**src/option_regs_map.svh**
```systemverilog
// offsets, bit positions, reset values and timing counts of the option registers
`ifndef OPTION_REGS_MAP_SVH
`define OPTION_REGS_MAP_SVH

`define OPT_ONE_INDEX        16'h001f
`define OPT_TWO_INDEX        16'h003f
`define OPT_ONE_ADDR         32'h0000007c
`define OPT_TWO_ADDR         32'h000000fc
`define OPT_ONE_RESET        8'h00
`define OPT_TWO_RESET        8'h00

// option_reg_one fields
`define BIT_WATCHDOG_OFF     0
`define BIT_STOP_ENABLE      1
`define BIT_WATCHDOG_RATE    2
`define BIT_SHORT_WAKE       3
`define BIT_LOWVOLT_PWR_OFF  4
`define BIT_LOWVOLT_RST_BLK  5
`define BIT_LOWVOLT_STOP_RUN 6
// option_reg_two fields
`define BIT_NVM_DIV_CLK_SEL  0

// oscillator cycles
`define WAKE_SHORT_CYCLES    13'd32
`define WAKE_LONG_CYCLES     13'd4096
`define WDOG_LONG_CYCLES     19'd262128
`define WDOG_SHORT_CYCLES    19'd8176

`endif

```
**src/option_regs_pkg.sv**
```systemverilog
// types shared by the option register bank
package option_regs_pkg;
   typedef enum logic [1:0] {
      BUS_IDLE_ST = 2'b01,
      BUS_DATA_ST = 2'b10
   } bus_state_type;
   typedef logic [7:0] opt_byte_type;
endpackage

```
**src/startup_option_registers.sv**
```systemverilog
// write-once startup option registers on an AHB-Lite slave
//
// What this block does
// - each register accepts one write per reset
// - reset clears both registers to zero
// - registers read back at any time
// - registers decoded at indices 1F and 3F
// - monitor runs in stop when bit set
// - reset-block bit stops monitor reset requests
// - power-off bit switches monitor off
// - stop wake delay 32 or 4096 cycles
// - watchdog timeout selects long or short
// - stop instruction legal only when enabled
// - watchdog-off bit disables watchdog
// - divider clock select bus or oscillator
//
// Local design decisions: the register offsets and the AHB-Lite slave port.
`timescale 1ns/1ps
`include "option_regs_map.svh"

module startup_option_registers (
   input  wire logic                         hclk,
   input  wire logic                         hresetn,
   input  wire logic                         hsel,
   input  wire logic [31:0]                  haddr,
   input  wire logic [1:0]                   htrans,
   input  wire logic                         hwrite,
   input  wire logic [2:0]                   hsize,
   input  wire logic [31:0]                  hwdata,
   input  wire logic                         hready,
   output logic      [31:0]                  hrdata,
   output logic                              hreadyout,
   output logic                              hresp,
   input  wire logic                         stop_mode,
   input  wire logic                         lowvolt_reset_req,
   output logic                              lowvolt_monitor_run,
   output logic                              lowvolt_reset_out,
   output logic                              watchdog_enable,
   output logic      [18:0]                  watchdog_timeout,
   output logic      [12:0]                  wake_delay,
   output logic                              stop_legal,
   output logic                              nvm_div_use_bus_clk
);
   import option_regs_pkg::*;

   // ==========================================================
   // bus front end
   // ==========================================================
   bus_state_type st_q, st_d;
   logic          wr_q, wr_d;
   logic [1:0]    sel_q, sel_d;
   opt_byte_type  one_q, one_d, two_q, two_d;
   logic          one_lock_q, one_lock_d, two_lock_q, two_lock_d;
   logic [31:0]   rdata_q, rdata_d;
   logic          run_q, run_d, rst_q, rst_d, wden_q, wden_d;
   logic [18:0]   wdt_q, wdt_d;
   logic [12:0]   wake_q, wake_d;
   logic          stopok_q, stopok_d, divsel_q, divsel_d;
   logic          req;

   // decodes both word addresses; bit 0 = reg one, bit 1 = reg two
   function automatic logic [1:0] decode(input logic [31:0] a);
      decode = {a == `OPT_TWO_ADDR, a == `OPT_ONE_ADDR};
   endfunction

   assign req = hsel && hready && htrans[1];

   always_comb begin
      st_d    = st_q;
      wr_d    = wr_q;
      sel_d   = sel_q;
      rdata_d = rdata_q;
      if (req) begin
         st_d  = BUS_DATA_ST;
         wr_d  = hwrite;
         sel_d = decode(haddr);
         // read data prepared in the address phase, zero if unmapped
         // next values taken so a write in its data phase is seen at once
         case (decode(haddr))
            2'b01:   rdata_d = {24'h000000, one_d};
            2'b10:   rdata_d = {24'h000000, two_d};
            default: rdata_d = 32'h00000000;
         endcase
      end else if (hready) begin
         st_d  = BUS_IDLE_ST;
         wr_d  = 1'b0;
         sel_d = 2'b00;
      end
   end

   always_ff @(posedge hclk or negedge hresetn) begin
      if (!hresetn) begin
         st_q    <= BUS_IDLE_ST;
         wr_q    <= 1'b0;
         sel_q   <= 2'b00;
         rdata_q <= 32'h00000000;
      end else begin
         st_q    <= st_d;
         wr_q    <= wr_d;
         sel_q   <= sel_d;
         rdata_q <= rdata_d;
      end
   end

   // ==========================================================
   // write-once option storage
   // ==========================================================
   always_comb begin
      one_d      = one_q;
      two_d      = two_q;
      one_lock_d = one_lock_q;
      two_lock_d = two_lock_q;
      if (st_q == BUS_DATA_ST && wr_q) begin
         // later writes are silently dropped, the bus still says okay
         if (sel_q[0] && !one_lock_q) begin
            one_d      = hwdata[7:0];
            one_lock_d = 1'b1;
         end
         if (sel_q[1] && !two_lock_q) begin
            two_d      = hwdata[7:0];
            two_lock_d = 1'b1;
         end
      end
   end

   always_ff @(posedge hclk or negedge hresetn) begin
      if (!hresetn) begin
         one_q      <= `OPT_ONE_RESET;
         two_q      <= `OPT_TWO_RESET;
         one_lock_q <= 1'b0;
         two_lock_q <= 1'b0;
      end else begin
         one_q      <= one_d;
         two_q      <= two_d;
         one_lock_q <= one_lock_d;
         two_lock_q <= two_lock_d;
      end
   end

   // ==========================================================
   // option decode to the rest of the chip
   // ==========================================================
   always_comb begin
      // monitor runs outside stop; in stop only if asked; never if off
      run_d = !one_q[`BIT_LOWVOLT_PWR_OFF] &&
              (!stop_mode || one_q[`BIT_LOWVOLT_STOP_RUN]);
      rst_d = lowvolt_reset_req && run_d &&
              !one_q[`BIT_LOWVOLT_RST_BLK];
      wden_d = !one_q[`BIT_WATCHDOG_OFF];
      wdt_d  = one_q[`BIT_WATCHDOG_RATE] ? `WDOG_LONG_CYCLES
                                          : `WDOG_SHORT_CYCLES;
      wake_d = one_q[`BIT_SHORT_WAKE] ? `WAKE_SHORT_CYCLES
                                       : `WAKE_LONG_CYCLES;
      stopok_d = one_q[`BIT_STOP_ENABLE];
      // divider reference select; divisor itself lives in the nvm block
      divsel_d = two_q[`BIT_NVM_DIV_CLK_SEL];
   end

   always_ff @(posedge hclk or negedge hresetn) begin
      if (!hresetn) begin
         run_q    <= 1'b1;
         rst_q    <= 1'b0;
         wden_q   <= 1'b1;
         wdt_q    <= `WDOG_SHORT_CYCLES;
         wake_q   <= `WAKE_LONG_CYCLES;
         stopok_q <= 1'b0;
         divsel_q <= 1'b0;
      end else begin
         run_q    <= run_d;
         rst_q    <= rst_d;
         wden_q   <= wden_d;
         wdt_q    <= wdt_d;
         wake_q   <= wake_d;
         stopok_q <= stopok_d;
         divsel_q <= divsel_d;
      end
   end

   assign hrdata              = rdata_q;
   assign hreadyout           = 1'b1;
   assign hresp               = 1'b0;
   assign lowvolt_monitor_run = run_q;
   assign lowvolt_reset_out   = rst_q;
   assign watchdog_enable     = wden_q;
   assign watchdog_timeout    = wdt_q;
   assign wake_delay          = wake_q;
   assign stop_legal          = stopok_q;
   assign nvm_div_use_bus_clk = divsel_q;

   // ==========================================================
   // checks
   // ==========================================================
   property p_write_once;
      @(posedge hclk) disable iff (!hresetn)
      one_lock_q |=> $stable(one_q);
   endproperty
   a_write_once: assert property (p_write_once)
      else $error("option one changed after lock");

   property p_first_write;
      @(posedge hclk) disable iff (!hresetn)
      (st_q == BUS_DATA_ST && wr_q && sel_q[1] && !two_lock_q)
      |=> two_q == $past(hwdata[7:0]) && two_lock_q;
   endproperty
   a_first_write: assert property (p_first_write)
      else $error("first write to option two not stored");

   property p_read_back;
      @(posedge hclk) disable iff (!hresetn)
      (req && !hwrite && haddr == `OPT_ONE_ADDR)
      |=> hrdata == {24'h000000, one_q};
   endproperty
   a_read_back: assert property (p_read_back)
      else $error("option one read data wrong");

   property p_reset_block;
      @(posedge hclk) disable iff (!hresetn)
      one_q[`BIT_LOWVOLT_RST_BLK] |=> !lowvolt_reset_out;
   endproperty
   a_reset_block: assert property (p_reset_block)
      else $error("monitor reset passed while blocked");

   property p_power_off;
      @(posedge hclk) disable iff (!hresetn)
      one_q[`BIT_LOWVOLT_PWR_OFF] |=> !lowvolt_monitor_run;
   endproperty
   a_power_off: assert property (p_power_off)
      else $error("monitor running while powered off");

   property p_stop_run;
      @(posedge hclk) disable iff (!hresetn)
      (stop_mode && !one_q[`BIT_LOWVOLT_PWR_OFF])
      |=> lowvolt_monitor_run == $past(one_q[`BIT_LOWVOLT_STOP_RUN]);
   endproperty
   a_stop_run: assert property (p_stop_run)
      else $error("monitor stop behaviour wrong");

   property p_wake;
      @(posedge hclk) disable iff (!hresetn)
      ##1 wake_delay == ($past(one_q[`BIT_SHORT_WAKE]) ?
                         `WAKE_SHORT_CYCLES : `WAKE_LONG_CYCLES);
   endproperty
   a_wake: assert property (p_wake)
      else $error("wake delay wrong");

   property p_watchdog;
      @(posedge hclk) disable iff (!hresetn)
      ##1 watchdog_timeout == ($past(one_q[`BIT_WATCHDOG_RATE]) ?
                         `WDOG_LONG_CYCLES : `WDOG_SHORT_CYCLES)
      && watchdog_enable == !$past(one_q[`BIT_WATCHDOG_OFF]);
   endproperty
   a_watchdog: assert property (p_watchdog)
      else $error("watchdog setting wrong");

   property p_stop_legal;
      @(posedge hclk) disable iff (!hresetn)
      ##1 stop_legal == $past(one_q[`BIT_STOP_ENABLE]);
   endproperty
   a_stop_legal: assert property (p_stop_legal)
      else $error("stop legality wrong");

   property p_div_sel;
      @(posedge hclk) disable iff (!hresetn)
      ##1 nvm_div_use_bus_clk == $past(two_q[`BIT_NVM_DIV_CLK_SEL]);
   endproperty
   a_div_sel: assert property (p_div_sel)
      else $error("divider clock select wrong");

   property p_write_once_two;
      @(posedge hclk) disable iff (!hresetn)
      two_lock_q |=> $stable(two_q);
   endproperty
   a_write_once_two: assert property (p_write_once_two)
      else $error("option two changed after lock");

   property p_first_write_one;
      @(posedge hclk) disable iff (!hresetn)
      (st_q == BUS_DATA_ST && wr_q && sel_q[0] && !one_lock_q)
      |=> one_q == $past(hwdata[7:0]) && one_lock_q;
   endproperty
   a_first_write_one: assert property (p_first_write_one)
      else $error("first write to option one not stored");

   property p_unmapped_read;
      @(posedge hclk) disable iff (!hresetn)
      (req && !hwrite && decode(haddr) == 2'b00)
      |=> hrdata == 32'h00000000;
   endproperty
   a_unmapped_read: assert property (p_unmapped_read)
      else $error("unmapped read not zero");

   property p_reset_pass;
      @(posedge hclk) disable iff (!hresetn)
      (lowvolt_reset_req && !stop_mode && !one_q[`BIT_LOWVOLT_PWR_OFF] &&
       !one_q[`BIT_LOWVOLT_RST_BLK]) |=> lowvolt_reset_out;
   endproperty
   a_reset_pass: assert property (p_reset_pass)
      else $error("monitor reset not passed");

   property p_powered;
      @(posedge hclk) disable iff (!hresetn)
      (!stop_mode && !one_q[`BIT_LOWVOLT_PWR_OFF]) |=> lowvolt_monitor_run;
   endproperty
   a_powered: assert property (p_powered)
      else $error("monitor off while powered");
endmodule

```
**config.mk**
```make
export PLATFORM = sky130hd
export DESIGN_NAME = startup_option_registers
export DESIGN_NICKNAME = d
export VERILOG_FILES = /design/src/option_regs_pkg.sv /design/src/startup_option_registers.sv
export VERILOG_INCLUDE_DIRS = /design/src /design/src/src
export SDC_FILE = /design/constraint.sdc
export NUM_CORES = 1
export LEC_CHECK = 0
export BUFFER_PORTS_ARGS = -buffer_cell sky130_fd_sc_hd__buf_2
export CAP_MARGIN = 20
export CORE_MARGIN = 5
export CORE_UTILIZATION = 30
export CTS_CLUSTER_DIAMETER = 50
export CTS_CLUSTER_SIZE = 25
export DETAILED_ROUTE_END_ITERATION = 6
export GPL_TIMING_DRIVEN = 0
export PLACE_DENSITY = 0.72
export SLEW_MARGIN = 20
export SYNTH_ARGS = -nofsm -noshare
export SYNTH_HDL_FRONTEND = slang
export SYNTH_SLANG_ARGS = --single-unit
```
**constraint.sdc**
```tcl
create_clock -name hclk -period 1.4 [get_ports hclk]
set_input_delay 0 -clock hclk [delete_from_list [all_inputs] [get_ports hclk]]
set_output_delay 0 -clock hclk [all_outputs]
set_load 0.01 [all_outputs]
```
==> metrics.txt, run 1 <==
port bufs=67; leakage power=0.00180 uW; final hold violations=0; initial antenna violation count=0; core region area=6460 um^2; Routed Antenna Nets=0; fmax=just under 0.6 GHz; routability cong.=0.730; Final Cycle Share=120%; minimum clock period=1680 ps; Top-Level Pins=147; most instantiated library cell after synthesis=buf_4; DRT Wirelength=between 4 and 5 mm; failing checks=setup timing; Post-synth EDFFs=0; share of post-route cells with drive strength above 1=53.2%; Netlist cell types=29; CTS tree=done; Yosys Warn Count=0; multi-input logic area=1020 um^2; drt wl/cell=12.2 um; vias per cell=3.90; final net count=around 410; GRT overflow=0; Clock Tree Buf Depth=2; pin count of the biggest net entering global routing=40; relative slew slack=42.5%; first-pass GRT wire length=7.47 mm; Die X=92.0 um; gr usage total=between 10% and 20%; # rows=29; Num CTS Buffers=5; top post-synthesis cells by count=55 x buf_4, 35 x dfrtp_1, 21 x inv_1; Post-Syn Instances=189; Die Y=between 90 and 100 um; maxcap violations=0; clock skew=4.27 ps; Die Footprint=8460 um^2; post-layout util=50.2%; Slew @ Worst Pin=about 860 ps; detailed placement HPWL=3.58 mm; sequential area share after synthesis=48.6%; RSZ-0062 raised after global routing=true; Final Slew Violations=0; antenna cells=0; Async SR Flop Fraction=100%; critical path peak fanout=8; crit path launch type=input pin; Worst EP arrival=1880 ps; # fillers=583; CP endpoint kind=register; Vias=~1600; latest clock arrival within the worst-skew pair=280 ps; Synth Area per Inst=around 11 um^2; Worst Path Required=1600 ps; FF/Latch Area=981 um^2; post-synth top area cell=dfrtp_1; 1st-iter DRT viols=38; area added between synthesis and finish=60.7%; share of the synthesized area in the top cell type=43.4%; Power Density=669 nW/um^2; DP Cell Count=382; post-route insts no fill=408; DRC viols=0; final setup vio count=24; vias in the first global route=1638; crit path kind=input pin to register; Seq cells post-synth=39; min-delay worst type=input pin to register; clock sink count=39; clk root buf=clkbuf_8; Max VDD drop=306 uV; outcome=finished, violations left; mapped cell area=just over 2000 um^2; TritonRoute pass-1 iters=4; Reg clk slew, reported paths=70 ps; top_reg_cell synth=dfrtp_1; Synth area leaders=dfrtp_1 43%, buf_4 20%, mux2i_1 7.9%; Worst Setup Slack, final=-280 ps; Initial Utilization=between 30% and 40%; H-tree Lvls=2
## metal layers
layer | share of wire [%] | wire, um | track usage [%]
met1 | 39 | 1950 | 13.3
met2 | 51 | 2540 | 19.1
met3 | 9.6 | 481 | 3.44
met4 | 0.46 | 23 | 2.97
met5 | 0 | 0 | 0
## power by group
group	internal, uW	switching [uW]
logic	186	167
clock network	332	339
registers	1140	3.83
total	1660	510
## cell usage in the layout, fill, tap and decap left out, types with 3 or more instances in the layout
cell,synthesis,layout
nand2_1,13,10
clkbuf_8,0,5
conb_1,2,51
dfrtp_1,35,35
dfstp_2,4,4
inv_1,21,21
dlygate4sd3_1,0,13
mux2i_4,0,14
buf_4,55,59
o221ai_1,8,3
buf_6,0,7
nor2_1,4,3
buf_2,2,64
o221ai_2,0,5
## critical path: stages
cell and delay, ps:
buf_6 90, nor4_4 270, nand4_1 180, nor4_4 370
nor2b_4 250, ha_4 220, nor2_4 160, nand2_4 140
o221ai_1 200
## state kept, by name, summed over array words and instances, names as in the netlist, 2 cells and up
signal,flops
sel_q,2
hrdata,8
wake_delay,2
one_q,8
two_q,8
st_q,2
## worst paths after layout
path / start / endpoint / slack [ps] / cells past startpoint
worst max-delay path: haddr[17] / hrdata[2] / -280 / 9
worst max register to register: st_q[0] / hrdata[6] / -250 / 6
worst min-delay path: haddr[7] / sel_q[1] / 60 / 2
max in group asynchronous: hresetn / two_q[0] / 490 / 2
worst min register to register: one_q[2] / watchdog_timeout[16] / 420 / 0
min in group asynchronous: hresetn / one_q[1] / 370 / 2
## logic make-up after synthesis
kind of cell             after synthesis  synth area share [%]
AO/OA/AOI/OAI                         13                  5.46
adder cells (fa/ha/maj)                3                  1.86
buffers and inverters                 79                  25.1
flip-flops                            39                  48.6
multiplexers                          16                  7.94
other                                  2                 0.372
AND/OR/NAND/NOR                       37                  10.7
## layout make-up
type / count / share of cell area [%]
multi-input cells: 120 / 31.5
flip-flops and latches: 39 / 30.3
repair buffers: 87 / 17.0
plain buffers: 58 / 13.5
well taps: 77 / 2.97
inverters: 21 / 2.43
clock buffers: 6 / 2.24
## per-stage QoR
stage | instance area [um^2] | TNS, ps | setup WS (ps) | hold WS, ps | power, uW
floorplan | 2230 | -2370 | -296 | -296 | 1350
global route | 3240 | -6510 | -407 | 67.3 | 2260
CTS | 3000 | -3160 | -324 | 62.1 | 2170
detailed placement | 2660 | -7160 | -763 | 159 | 1460
global placement | 2660 | -6420 | -685 | 144 | 1450
finish | 3240 | -4050 | -280 | 64.2 | 2170
## repair_timing
action	CTS	global route
hold buffers	13	0
gates cloned	2	0
endpoints found under the hold margin	53	0
setup buffers	3	3
setup endpoints to repair	24	25
resized for setup	27	39
pin swaps	3	5
Power figures use the tool's default switching activity.
==> inputs of run 2 (changes only) <==
BUFFER_PORTS_ARGS = default   (was -buffer_cell sky130_fd_sc_hd__buf_2)
CORE_MARGIN = 3   (was 5)
CORE_UTILIZATION = 50   (was 30)
DONT_BUFFER_PORTS = 1   (was default)
PLACE_DENSITY = 0.75   (was 0.72)
==> metrics.txt, run 2 (synthesis gave the netlist of run 1 again) <==
DRC viols=0; pin count of the biggest net entering global routing=40; Vias=roughly 1400; crit path kind=register to register; core region area=3770 um^2; met2 routed WL=2.54 mm; reg-to-reg critical path startpoint=st_q[0]; clk root buf=clkbuf_8; leading cell type in the layout, fill and taps excluded=buf_4; GRT overflow=0; Final Cycle Share=116%; fmax=~0.62 GHz; critical path peak fanout=5; Reg power frac=around 48%; top sig layer=met4; drt wl/cell=approximately 14 um; Worst Setup Slack, final=-223 ps; routed length on met1=1.53 mm; Die X=69.5 um; worst reg2reg path depth=5; DR WL met3=404 um; combinational share of power=11.4%; Max VDD drop=571 uV; first-pass GRT wire length=6.65 mm; hold slack=~160 ps; FF/Latch Area=981 um^2; Worst path max stage delay=370 ps; critical path's slowest cell=dfstp_2; vias per cell=4.30; reg-to-reg endpoint=hrdata[6]; final net count=345; # fillers=275; Sw Pwr=518 uW; port bufs=0; initial antenna violation count=0; failing checks=setup timing; TritonRoute pass-1 iters=4; leakage power=0.00150 uW; area added between synthesis and finish=36.2%; crit-path leading delay family=simple AND/OR/NAND/NOR gates; Initial Utilization=53.5%; maxcap violations=0; Clock Tree Buf Depth=2; antenna cells=0; DRT Wirelength=~4.5 mm; Worst EP arrival=1790 ps; FF-to-FF setup slack=-220 ps; Top-Level Pins=between 100 and 150; gr usage total=a little under a fifth; detailed placement HPWL=3.20 mm; outcome=finished, violations left; crit path buf inv count=1; Die Y=just under 70 um; CTS tree=done; crit path launch type=register; multi-input logic area=866 um^2; vias in the first global route=around 1300; CP endpoint kind=register; minimum clock period=1620 ps; 1st-iter DRT viols=90; clock skew=4.47 ps; Worst Path Required=roughly 1600 ps; commonest non-fill, non-tap cells in the layout=61 x buf_4, 51 x conb_1, 35 x dfrtp_1, 21 x inv_1, 14 x dlygate4sd3_1; RSZ-0062 raised after global routing=true; final setup vio count=24; Num CTS Buffers=5; clock network fraction of total power=40.4%; Die Footprint=about 4800 um^2; Cell Int Power=1850 uW; routability cong.=0.907; Sw Share=21.9%; # rows=22; final hold violations=0; Power Density=863 nW/um^2; Placement Setup Slack=-568 ps; Final Slew Violations=0; critical path, cell by cell=nand3b_1 -> nor3b_2 -> buf_6 -> mux2i_2 -> o221ai_2; min-delay worst type=input pin to async pin; share of post-route cells with drive strength above 1=39.0%; Routed Antenna Nets=0; H-tree Lvls=2; clock sink count=39; Power Total=approximately 2400 uW; latest clock arrival within the worst-skew pair=290 ps; post-layout util=72.9%; Reg clk slew, reported paths=70 ps
-- run 2: changes by cell type in the layout (fill, tap and decap cells not counted), moves of 2 or more --
cell,delta
buf_6,-5
buf_4,+2
nor4_2,+2
o221ai_1,+3
mux2i_1,+6
mux2i_4,-11
or2_4,-2
or2_2,+2
o221ai_2,-3
buf_2,-64
mux2i_2,+5
-- run 2: power groups by stage --
stage / combinational (uW) / sequential [uW] / clock [uW]
floorplan: 188 / 1160 / 0
global placement: 192 / 1170 / 0
detailed placement: 193 / 1170 / 0
CTS: 259 / 1140 / 970
global route: 296 / 1140 / 1040
finish: 270 / 1140 / 957
-- run 2: metal layers --
layer,global-route usage [%],vias to the layer above
li1,-,666
met1,18.6,604
met2,33.6,80
met3,6.67,5
met4,6.51,0
met5,0,-
-- run 2: worst max-delay path by stage --
stage / from / end / slack, ps / cells past startpoint
finish: st_q[0] / hrdata[6] / -220 / 5
global route: haddr[17] / hrdata[7] / -280 / 8
CTS: haddr[1] / hrdata[6] / -210 / 7
detailed placement: haddr[13] / hrdata[6] / -570 / 8
global placement: haddr[13] / hrdata[7] / -530 / 8
floorplan: haddr[1] / hrdata[0] / -300 / 7
-- run 2: area by class of cell --
cell class              instances  area share [%]
flip-flops and latches         39            35.7
clock buffers                   6            3.01
repair buffers                 21            7.47
well taps                      48            2.19
inverters                      21            2.87
clock inverters                 2            1.28
multi-input cells             120            31.5
plain buffers                  58            16.0
-- run 2: what timing repair did --
action                                 in CTS  in global routing
resized for setup                          19                 11
setup endpoints to repair                  24                 24
gates cloned                                1                  0
hold buffers                               15                  0
pin swaps                                   2                  2
buffers inserted                            4                  1
endpoints found under the hold margin      70                  0
-- run 2: worst register-to-register path, delay by kind of cell, from the launching register on --
kind	cells	cell delay, ps
flops	1	370
buf+inv	1	210
mux	1	300
compound gates	1	120
simple gates	2	500
-- run 2: per-stage QoR --
stage          instance area (um^2)  cells  setup TNS (ps)
2_1_floorplan                  2230    238           -2370
3_3_place_gp                   2290    286           -4960
3_5_place_dp                   2290    286           -5560
4_1_cts                        2680    314           -1890
5_1_grt                        2750    315           -4540
6_report                       2750    315           -2940
